### src/wssel_pkg.sv
// Constants, field layout and types shared by the shutdown-state / source-select block
package wssel_pkg;
   localparam int ADDR_W = 3;
   localparam int DATA_W = 8;
   localparam int DBAND_W = 8;

   // Register offsets
   localparam logic [ADDR_W-1:0] OFS_CTRL     = 3'h0;
   localparam logic [ADDR_W-1:0] OFS_STATUS   = 3'h1;
   localparam logic [ADDR_W-1:0] OFS_CONFIG   = 3'h2;
   localparam logic [ADDR_W-1:0] OFS_DBAND    = 3'h3;
   localparam logic [ADDR_W-1:0] OFS_IRQ_STAT = 3'h4;
   localparam logic [ADDR_W-1:0] OFS_IRQ_CLR  = 3'h5;
   localparam logic [ADDR_W-1:0] OFS_IRQ_EN   = 3'h6;

   // Control register fields
   localparam int CTRL_LVLB_LSB = 6;
   localparam int CTRL_LVLA_LSB = 4;
   localparam int CTRL_SRC_LSB  = 0;
   localparam int CTRL_NC_BIT   = 3;
   localparam logic [DATA_W-1:0] CTRL_WMASK = 8'hf7;
   localparam logic [DATA_W-1:0] CTRL_RESET = 8'h00;

   // Other registers
   localparam int STAT_SHUT_BIT = 0;
   localparam int CFG_POLA_BIT  = 0;
   localparam int CFG_POLB_BIT  = 1;
   localparam logic [1:0] CFG_RESET = 2'h0;
   localparam logic [DBAND_W-1:0] DBAND_RESET = 8'h00;

   // Interrupt bits
   localparam int IRQ_W     = 3;
   localparam int IRQ_ENTER = 0;
   localparam int IRQ_LEAVE = 1;
   localparam int IRQ_RSVD  = 2;
   localparam logic [IRQ_W-1:0] IRQ_RESET = 3'h0;

   typedef enum logic [1:0] {
      LVL_DBAND = 2'h0,
      LVL_TRI   = 2'h1,
      LVL_LOW   = 2'h2,
      LVL_HIGH  = 2'h3
   } wssel_lvl_t;

   typedef enum logic [2:0] {
      SRC_CMP1 = 3'h0,
      SRC_CMP2 = 3'h1,
      SRC_PWM1 = 3'h2,
      SRC_PWM2 = 3'h3,
      SRC_PWM3 = 3'h4,
      SRC_PWM4 = 3'h5,
      SRC_PIN  = 3'h6,
      SRC_RSVD = 3'h7
   } wssel_src_t;

   typedef enum logic [2:0] {
      ST_RUN   = 3'h1,
      ST_DBAND = 3'h2,
      ST_SHUT  = 3'h4
   } wssel_state_t;
endpackage

### src/wssel_dbcnt.sv
// Down counter timing the dead-band interval before the inactive level
module wssel_dbcnt #(
   parameter int WIDTH = 8
) (
   input  wire logic             clk,
   input  wire logic             rst_n,
   input  wire logic             ce,
   input  wire logic             load,
   input  wire logic [WIDTH-1:0] loadValue,
   output logic                  done
);
   logic [WIDTH-1:0] count_q;
   logic [WIDTH-1:0] count_d;

   // Load wins; otherwise count down and hold at zero
   always_comb begin
      count_d = count_q;
      if (load) begin
         count_d = loadValue;
      end else if (count_q != '0) begin
         count_d = count_q - WIDTH'(1);
      end
   end

   always_ff @(posedge clk or negedge rst_n) begin
      if (!rst_n) begin
         count_q <= '0;
      end else if (ce) begin
         count_q <= count_d;
      end
   end

   assign done = (count_q == '0) && !load;
endmodule

### src/wssel_top.sv
// Shutdown output levels and waveform input source selection with register port
module wssel_top
   import wssel_pkg::*;
(
   input  wire logic              clk,
   input  wire logic              rst_n,
   input  wire logic              ce,
   input  wire logic [ADDR_W-1:0] regAddr,
   input  wire logic [DATA_W-1:0] regWData,
   input  wire logic              regWr,
   input  wire logic              regRd,
   output logic [DATA_W-1:0]      regRData,
   input  wire logic              shutdownEvent,
   input  wire logic              waveA,
   input  wire logic              waveB,
   input  wire logic              externalInput,
   input  wire logic              pwmChannel1Output,
   input  wire logic              pwmChannel2Output,
   input  wire logic              pwmChannel3Output,
   input  wire logic              pwmChannel4Output,
   input  wire logic              comparator1SyncedOutput,
   input  wire logic              comparator2SyncedOutput,
   output logic                   selectedInput,
   output logic                   outputA,
   output logic                   outputAOe,
   output logic                   outputB,
   output logic                   outputBOe,
   output logic                   irq
);
   // Pin level for one output: returns {enable, level}
   function automatic logic [1:0] levelDrive(input logic [1:0] lvl, input logic shut,
                                             input logic settled, input logic normal,
                                             input logic pol);
      logic [1:0] r;
      r = {1'b1, normal};
      if (shut) begin
         case (lvl)
            LVL_HIGH: r = 2'b11;
            LVL_LOW:  r = 2'b10;
            LVL_TRI:  r = 2'b00;
            default:  r = settled ? {1'b1, pol} : {1'b1, normal};
         endcase
      end
      return r;
   endfunction

   logic [DATA_W-1:0] ctrl_q, ctrl_d;
   logic [1:0]        cfg_q, cfg_d;
   logic [DBAND_W-1:0] dband_q, dband_d;
   logic [IRQ_W-1:0]  irqStat_q, irqStat_d;
   logic [IRQ_W-1:0]  irqEn_q, irqEn_d;
   logic [DATA_W-1:0] rdata_q, rdata_d;
   logic              shutActive_q;
   logic              selIn_q, selIn_d;
   wssel_state_t      state_q, state_d;
   logic              dbLoad;
   logic              dbDone;
   logic [1:0]        outOe_q, outOe_d;
   logic [1:0]        outLvl_q, outLvl_d;
   logic [1:0][1:0]   lvlSel;
   logic [1:0]        polSel;
   logic [1:0]        normSel;
   logic [IRQ_W-1:0]  irqSet;
   logic [IRQ_W-1:0]  irqClr;
   logic              wrCtrl;

   // Field views per output, index 0 is A and 1 is B
   assign lvlSel[0]  = ctrl_q[CTRL_LVLA_LSB +: 2];
   assign lvlSel[1]  = ctrl_q[CTRL_LVLB_LSB +: 2];
   assign polSel[0]  = cfg_q[CFG_POLA_BIT];
   assign polSel[1]  = cfg_q[CFG_POLB_BIT];
   assign normSel[0] = waveA ^ polSel[0];
   assign normSel[1] = waveB ^ polSel[1];
   assign wrCtrl     = regWr && (regAddr == OFS_CTRL);

   // Register writes; interrupt set beats a clear in the same cycle
   always_comb begin
      ctrl_d  = ctrl_q;
      cfg_d   = cfg_q;
      dband_d = dband_q;
      irqEn_d = irqEn_q;
      irqClr  = '0;
      if (regWr) begin
         case (regAddr)
            OFS_CTRL:    ctrl_d  = regWData & CTRL_WMASK;
            OFS_CONFIG:  cfg_d   = regWData[1:0];
            OFS_DBAND:   dband_d = regWData;
            OFS_IRQ_CLR: irqClr  = regWData[IRQ_W-1:0];
            OFS_IRQ_EN:  irqEn_d = regWData[IRQ_W-1:0];
            default:     ctrl_d  = ctrl_q;
         endcase
      end
      irqSet = '0;
      irqSet[IRQ_ENTER] = shutdownEvent && !shutActive_q;
      irqSet[IRQ_LEAVE] = !shutdownEvent && shutActive_q;
      // Reserved encoding is kept but flagged, since it has no source
      irqSet[IRQ_RSVD]  = wrCtrl && (regWData[CTRL_SRC_LSB +: 3] == SRC_RSVD);
      irqStat_d = (irqStat_q & ~irqClr) | irqSet;
   end

   // Registered read data, valid only the cycle after the strobe
   always_comb begin
      rdata_d = '0;
      if (regRd) begin
         case (regAddr)
            OFS_CTRL:     rdata_d = ctrl_q & CTRL_WMASK;
            OFS_STATUS:   rdata_d[STAT_SHUT_BIT] = shutActive_q;
            OFS_CONFIG:   rdata_d[1:0] = cfg_q;
            OFS_DBAND:    rdata_d = dband_q;
            OFS_IRQ_STAT: rdata_d[IRQ_W-1:0] = irqStat_q;
            OFS_IRQ_EN:   rdata_d[IRQ_W-1:0] = irqEn_q;
            default:      rdata_d = '0;
         endcase
      end
   end

   always_ff @(posedge clk or negedge rst_n) begin
      if (!rst_n) begin
         ctrl_q       <= CTRL_RESET;
         cfg_q        <= CFG_RESET;
         dband_q      <= DBAND_RESET;
         irqStat_q    <= IRQ_RESET;
         irqEn_q      <= IRQ_RESET;
         rdata_q      <= '0;
         shutActive_q <= 1'b0;
      end else if (ce) begin
         ctrl_q       <= ctrl_d;
         cfg_q        <= cfg_d;
         dband_q      <= dband_d;
         irqStat_q    <= irqStat_d;
         irqEn_q      <= irqEn_d;
         rdata_q      <= rdata_d;
         shutActive_q <= shutdownEvent;
      end
   end

   // Input source mux; reserved code yields a quiet low
   always_comb begin
      case (ctrl_q[CTRL_SRC_LSB +: 3])
         SRC_CMP1: selIn_d = comparator1SyncedOutput;
         SRC_CMP2: selIn_d = comparator2SyncedOutput;
         SRC_PWM1: selIn_d = pwmChannel1Output;
         SRC_PWM2: selIn_d = pwmChannel2Output;
         SRC_PWM3: selIn_d = pwmChannel3Output;
         SRC_PWM4: selIn_d = pwmChannel4Output;
         SRC_PIN:  selIn_d = externalInput;
         default:  selIn_d = 1'b0;
      endcase
   end

   // Dead-band sequencing on entry to shutdown
   always_comb begin
      state_d = state_q;
      dbLoad  = 1'b0;
      case (state_q)
         ST_RUN: begin
            if (shutActive_q) begin
               state_d = ST_DBAND;
               dbLoad  = 1'b1;
            end
         end
         ST_DBAND: begin
            if (!shutActive_q) begin
               state_d = ST_RUN;
            end else if (dbDone) begin
               state_d = ST_SHUT;
            end
         end
         ST_SHUT: begin
            if (!shutActive_q) begin
               state_d = ST_RUN;
            end
         end
         default: state_d = ST_RUN;
      endcase
   end

   wssel_dbcnt #(
      .WIDTH (DBAND_W)
   ) u_dbcnt (
      .clk       (clk),
      .rst_n     (rst_n),
      .ce        (ce),
      .load      (dbLoad),
      .loadValue (dband_q),
      .done      (dbDone)
   );

   // Same drive decision for both outputs
   for (genvar i = 0; i < 2; i++) begin : g_out
      logic [1:0] drv;
      // Forced overrides gated by the shutdown status; the dead-band level also waits for state ST_SHUT
      assign drv = levelDrive(lvlSel[i], shutActive_q, state_q == ST_SHUT,
                              normSel[i], polSel[i]);
      assign outOe_d[i]  = drv[1];
      assign outLvl_d[i] = drv[0];
   end

   always_ff @(posedge clk or negedge rst_n) begin
      if (!rst_n) begin
         state_q  <= ST_RUN;
         selIn_q  <= 1'b0;
         outOe_q  <= 2'b11;
         outLvl_q <= 2'b00;
      end else if (ce) begin
         state_q  <= state_d;
         selIn_q  <= selIn_d;
         outOe_q  <= outOe_d;
         outLvl_q <= outLvl_d;
      end
   end

   assign regRData      = rdata_q;
   assign selectedInput = selIn_q;
   assign outputA       = outLvl_q[0];
   assign outputAOe     = outOe_q[0];
   assign outputB       = outLvl_q[1];
   assign outputBOe     = outOe_q[1];
   assign irq           = |(irqStat_q & irqEn_q);
endmodule

### config.mk
export PLATFORM = sky130hd
export DESIGN_NAME = wssel_top
export DESIGN_NICKNAME = d
export VERILOG_FILES = /design/src/wssel_pkg.sv /design/src/wssel_dbcnt.sv /design/src/wssel_top.sv
export SDC_FILE = /design/constraint.sdc
export NUM_CORES = 1
export LEC_CHECK = 0
export ABC_AREA = 1
export BUFFER_PORTS_ARGS = -buffer_cell sky130_fd_sc_hd__buf_4
export CORE_MARGIN = 5
export CORE_UTILIZATION = 42
export DETAILED_ROUTE_END_ITERATION = 10
export GPL_ROUTABILITY_DRIVEN = 1
export SKIP_LAST_GASP = 1
export SYNTH_ARGS = -nofsm -noshare
export SYNTH_HDL_FRONTEND = slang
export SYNTH_SLANG_ARGS = --single-unit
### constraint.sdc
create_clock -name clk -period 1.6 [get_ports clk]
set_input_delay 0.08 -clock clk [delete_from_list [all_inputs] [get_ports clk]]
set_output_delay 0.08 -clock clk [all_outputs]
set_load 0.05 [all_outputs]
==> summary.txt, run 1 <==
Cells and area
  – Area Growth Syn to Fin: 21.3%
  – Antenna fix cells: 0
  – Post-route design area: 3180 um^2
  – Fin cells: 463
  – Share of layout cells above drive strength 1: 21.6%
  – # nets final: 415
  – FILL cells: 570
  – Multi-input logic area: 1190 um^2
  – Fin util: 53.0%
  – Register area: 1200 um^2

Clocking
  – Clock latency at the later pin of the worst-skew pair: 0.31 ns
  – Clk buf depth: 2
  – CTS sink cnt: 48
  – CTS root buf: clkbuf_8
  – CTS H-tree lvls: 2
  – Clock-pin slew on the worst setup and hold paths: 0.10 ns
  – CTS tree: built
  – TritonCTS Buffers: 5
  – Post-CTS Resized: 0

Synth
  – Synth area leaders: dfrtp_1, nand2_1, inv_1
  – Count leader, synth: nand2_1
  – Mapped Nets: 364
  – Share of the synthesized area in the top cell type: 43.0%
  – Commonest cells post-synth: nand2_1, dfrtp_1, inv_1
  – Netlist cell types: 35
  – Post-synth ARST share: 100%
  – Yosys warnings: 0
  – FF+latch count, synth: 48
  – EDFF count, synth: 0
  – Post-synthesis cell count: 336
  – Sequential-to-total area share from yosys stat: 46.0%
  – Synth Area per Inst: 7.80 um^2
  – Post-synth top area cell: dfrtp_1
  – Post-synth top flop: dfrtp_1
  – Post-Syn Area: 2620 um^2

STA
  – Setup ws final: 0.134 ns
  – Rel. slew slack: 58.8%
  – Slew Limit Fails: 0
  – Period minus WS final: 1.47 ns
  – FMAX: 682 MHz
  – Final count of hold timing violations: 0
  – Worst-Margin Slew: 0.617 ns
  – Setup TNS: 0 ns
  – RSZ-0062 raised after global routing: false
  – Min Hold Slack: 0.0858 ns
  – Setup-failing EPs final: 0
  – Period utilization: 91.6%
  – Layout Skew: 0.00857 ns

Worst setup path
  – Worst r2r src: state_q[0]
  – Crit Path Class: reg2reg
  – Required @ worst endpoint: 1.80 ns
  – Crit end category: register
  – Crit start category: register
  – Worst setup path startpoint: state_q[0]
  – Critical path arrival: 1.67 ns
  – CP max FO: 11

Floorplan
  – # IOs: 40
  – Core ar.: 5990 um^2
  – Initial core utilization: 43.7%
  – Die area: 7920 um^2
  – Die X: 89.0 um
  – Std-Cell Rows: 28
  – Die height: 89.0 um

Min path
  – Hold Path Origin: ce
  – Hold Path Class: in2reg

Drt
  – First-pass detailed-route iteration total: 4
  – Number of routed nets with antenna violations: 0
  – Vias per cell: 4.98
  – Post-route DRC: 0
  – DR iter-0 viols: 69
  – Drt total wl: 6400 um
  – Drt wl/cell: 13.8 um
  – Routed vias: 2308

Pwr
  – Clock share of power: 21.3%
  – Comb power frac: 38.1%
  – Power per cell area: 1360 nW/um^2
  – P_sw: 1.72 mW
  – Sw Ratio: 39.8%
  – LEAKAGE: 1.63 nW
  – Final total power: 4.32 mW
  – Max rail drop VDD: 0.628 mV
  – Reg power frac: 40.7%
  – Internal power: 2.60 mW

Placed design
  – Placed insts: 445
  – Worst slack, placed: 0.169 ns
  – Gpl congestion: 0.866
  – HPWL Detailed: 4820 um
  – DP Area: 2960 um^2
  – Port-buffer cells: 39

GRT
  – First-pass GRT wire length: 10900 um
  – Largest net degree at the start of global routing: 49
  – All-Layer GR Usage: 17.9%
  – GRT overflow: 0
  – Vias in the first global route: 2283
  – Antenna violations before repair: 0

Run status
  – Status: completed

Flow run
  – Maxcap violations: 0
-- what timing repair did --
action / in CTS / in global routing
hold buffers: 10 / 0
buffers inserted: 0 / 0
hold endpoints to repair: 56 / 0
-- worst paths after layout --
kind / cells after the start / endpoint / slack (ns)
max in group asynchronous: 2 / regRData[4] / 0.86
min in group asynchronous: 2 / ctrl_q[7] / 0.31
min reg2reg: 1 / outOe_q[0] / 0.46
min: 3 / outOe_q[0] / 0.09
max: 7 / u_dbcnt.count_q[7] / 0.13
max reg2reg: 7 / u_dbcnt.count_q[7] / 0.13
-- cells by family (layout without fill, tap and decap cells) --
family                   after synthesis  count (layout)  synth area share, %
buffers and inverters                 50             102                 8.55
adder cells (fa/ha/maj)                2               2                0.955
XOR/XNOR                               2               2                0.669
flip-flops                            48              48                 46.0
AO/OA/AOI/OAI                         60              60                 13.5
AND/OR/NAND/NOR                      172             172                 29.3
multiplexers                           2               2                 1.00
-- power groups by stage --
stage,combinational (mW),clock [mW],sequential [mW]
3_3_place_gp,1.62,0,1.78
4_1_cts,1.66,0.939,1.76
3_5_place_dp,1.63,0,1.78
2_1_floorplan,1.09,0,1.85
6_report,1.64,0.920,1.76
5_1_grt,1.86,1.01,1.80
-- critical path: stages, from the launching register on --
cell	delay, ns
dfstp_2	0.58
nand4_2	0.13
nand2_1	0.12
nand2_2	0.10
inv_2	0.22
nand2_1	0.08
nand2_1	0.07
nand2_1	0.05
-- metal layers --
metal | vias to the layer above | GRT usage [%] | part of all wire (%)
li1 | 1194 | - | -
met1 | 1073 | 23.9 | 47
met2 | 33 | 29.5 | 48
met3 | 8 | 2.67 | 3.6
met4 | 0 | 6.77 | 1.5
met5 | - | 0 | 0
-- sequential cells by signal, indices dropped and copies added (netlist names) --
| register | flops |
|---|---|
| cfg_q | 2 |
| shutActive_q | 1 |
| irqEn_q | 3 |
| irqStat_q | 3 |
| outLvl_q | 2 |
| u_dbcnt.count_q | 8 |
| ctrl_q | 7 |
| state_q | 3 |
| dband_q | 8 |
| regRData | 8 |
| selectedInput | 1 |
| outOe_q | 2 |
-- area by class of cell --
type                    count  area share [%]
clock buffers               5            2.17
well taps                  75            2.95
clock inverters             3            1.46
multi-input cells         238            37.5
inverters                  42            4.96
repair buffers             52            13.1
flip-flops and latches     48            37.9
-- cells in the final DEF (no fill, tap or decap), types with 3 or more instances in the layout --
master / n
clkbuf_8: 5
nand2_2: 4
inv_2: 8
o21ai_1: 22
nand4_1: 5
a21oi_2: 4
inv_1: 34
buf_4: 42
nand3_1: 18
o21ai_0: 12
a21oi_1: 6
nor2_2: 3
nor2_1: 28
dlygate4sd3_1: 10
dfrtp_1: 45
nand3_2: 3
nand2_1: 104
o22ai_1: 7
dfstp_2: 3
o211ai_1: 3
Power figures use the tool's default switching activity.
==> inputs of run 2 (changes only) <==
--- a/config.mk
+++ b/config.mk
@@ -12,4 +12,5 @@
 export DETAILED_ROUTE_END_ITERATION = 10
 export GPL_ROUTABILITY_DRIVEN = 1
+export REMOVE_ABC_BUFFERS = 1
 export SKIP_LAST_GASP = 1
 export SYNTH_ARGS = -nofsm -noshare
==> constraint.sdc (replaced) <==
create_clock -name clk -period 1.6 [get_ports clk]
set_input_delay 0.24 -clock clk [delete_from_list [all_inputs] [get_ports clk]]
set_output_delay 0.24 -clock clk [all_outputs]
set_load 0.05 [all_outputs]
==> run 2 against run 1 <==
Effect of this change:
- die area unchanged
- critical path depth is the same
- worst setup slack gained 0.032 ns
- critical path type unchanged
- sequential cell count stayed put
- final area is 2.6% lower
- worst hold slack improved by 0.081 ns
- via count fell by 0.17%
- sequential share of layout area increased by 1.0 points
==> summary.txt, run 2 (synthesis results as in run 1) <==
Worst setup path
  – CP max FO: 11
  – Required @ worst endpoint: 1.79 ns
  – Crit start category: register
  – Crit Path Class: reg2reg
  – Crit end category: register
  – Worst setup path startpoint: state_q[0]
  – CP Buf/Inv Count: 1
  – Crit path top cell by count: nand2_1
  – Worst r2r src: state_q[0]
  – CP delay by family, top: flip-flops
  – Crit path cell chain: nand4_2 > nand2_1 > nand2_2 > inv_2 > nand2_1 > nand2_1 > nand2_1
  – Critical path arrival: 1.63 ns
  – Worst path slowest cell: dfstp_2
  – Slowest stage delay, CP: 0.58 ns

Clocking
  – CTS root buf: clkbuf_8
  – CTS H-tree lvls: 2
  – Postcts setup bufs: 0
  – Clock-pin slew on the worst setup and hold paths: 0.09 ns
  – CTS sink cnt: 48
  – TritonCTS Buffers: 5
  – Clk buf depth: 2
  – CTS tree: built
  – Clock latency at the later pin of the worst-skew pair: 0.30 ns

Drt
  – Post-route DRC: 0
  – Routed vias: 2304
  – Number of routed nets with antenna violations: 0
  – First-pass detailed-route iteration total: 4
  – Drt wl/cell: 13.9 um
  – DR iter-0 viols: 140
  – Drt total wl: 6350 um
  – Vias per cell: 5.05

Cells and area
  – Share of layout cells above drive strength 1: 22.6%
  – Most frequent cells in the layout: nand2_1, dfrtp_1, buf_4
  – Commonest non-fill, non-tap cell in the layout: nand2_1
  – FILL cells: 584
  – # nets final: 408
  – Antenna fix cells: 0
  – Fin cells: 456
  – Area Growth Syn to Fin: 18.1%

GRT
  – All-Layer GR Usage: 17.5%
  – GRT overflow: 0
  – Antenna violations before repair: 0
  – First-pass GRT wire length: 10800 um
  – Largest net degree at the start of global routing: 49
  – Vias in the first global route: 2313

Pwr
  – LEAKAGE: 1.60 nW
  – Power per cell area: 1380 nW/um^2
  – Max rail drop VDD: 0.644 mV

Placed design
  – HPWL Detailed: 4910 um
  – Gpl congestion: 0.875
  – Port-buffer cells: 39
  – Placed insts: 447

Floorplan
  – # IOs: 40
  – Core ar.: 5990 um^2
  – Die height: 89.0 um
  – Die X: 89.0 um
  – Std-Cell Rows: 28
  – Die area: 7920 um^2
  – Initial core utilization: 43.7%

STA
  – Setup-failing EPs final: 0
  – Period minus WS final: 1.43 ns
  – Final count of hold timing violations: 0
  – Period utilization: 89.6%
  – FMAX: 698 MHz
  – Worst-Margin Slew: 0.614 ns
  – RSZ-0062 raised after global routing: false
  – Slew Limit Fails: 0
  – Layout Skew: 0.00909 ns
  – Rel. slew slack: 59.1%
  – Setup TNS: 0 ns

Run status
  – Status: completed

Min path
  – Hold Path Class: in2reg
  – Hold Path Origin: regWData[1]

Flow run
  – Maxcap violations: 0
## run 2: cell count changes in the layout (fill, tap and decap cells not counted), sizes merged
cell / change
clkinv: +1
clkbuf: +1
buf: +2
inv: -1
clkinvlp: -1
dlygate4sd3: -9
## run 2: final timing paths
check | depth (start not counted) | endpoint | slack (ns)
worst max-delay path | 7 | u_dbcnt.count_q[7] | 0.17
worst min-delay path | 3 | ctrl_q[1] | 0.17
worst max register to register | 7 | u_dbcnt.count_q[7] | 0.17
worst min register to register | 1 | outOe_q[0] | 0.46
max in group asynchronous | 2 | regRData[0] | 0.69
min in group asynchronous | 2 | state_q[1] | 0.48
## run 2: cell type report
| type | instances | area, um^2 | area share, % |
|---|---|---|---|
| multi-input combinational | 238 | 1190 | 38.5 |
| clock inverter | 2 | 35.0 | 1.13 |
| inverter | 42 | 158 | 5.09 |
| tap | 75 | 93.8 | 3.03 |
| clock buffer | 6 | 72.6 | 2.34 |
| timing repair buffer | 45 | 340 | 11.0 |
| sequential | 48 | 1200 | 38.9 |
## run 2: report_power, final
group	switching [mW]	internal, mW	total (mW)
clock	0.394	0.464	0.859
sequential	0.252	1.52	1.77
combinational	1.03	0.599	1.63
total	1.68	2.58	4.26
## run 2: per-layer routing
metal	up-vias	wire length, um	global-route usage (%)
met5	-	0	0
met3	10	214	3.13
met1	1078	2840	22.7
met2	44	3200	29.8
li1	1172	-	-
met4	0	93	5.41
## run 2: tightest hold or removal path, delay by kind of cell
family / cells / cell delay [ns]
simple gates: 1 / 0.04
buf+inv: 1 / 0.09
compound gates: 1 / 0.06
## run 2: what timing repair did
| action | 4_1_cts | 5_1_grt |
|---|---|---|
| hold endpoints to repair | 45 | 0 |
| setup endpoints to repair | 0 | 2 |
| hold buffers | 1 | 0 |
| gates resized for setup | 0 | 1 |
## run 2: metrics by stage
stage / cell area (um^2) / power (mW) / util, % / hold slack [ns] / setup slack [ns]
2_1_floorplan: 2550 / 2.91 / - / -0.0556 / 0.103
3_3_place_gp: 2980 / 3.41 / 49.7 / 0.302 / 0.213
3_5_place_dp: 2980 / 3.43 / 49.7 / 0.306 / 0.158
4_1_cts: 3100 / 4.30 / 51.7 / 0.162 / 0.144
5_1_grt: 3100 / 4.62 / 51.7 / 0.164 / 0.0209
6_report: 3100 / 4.26 / 51.7 / 0.167 / 0.166
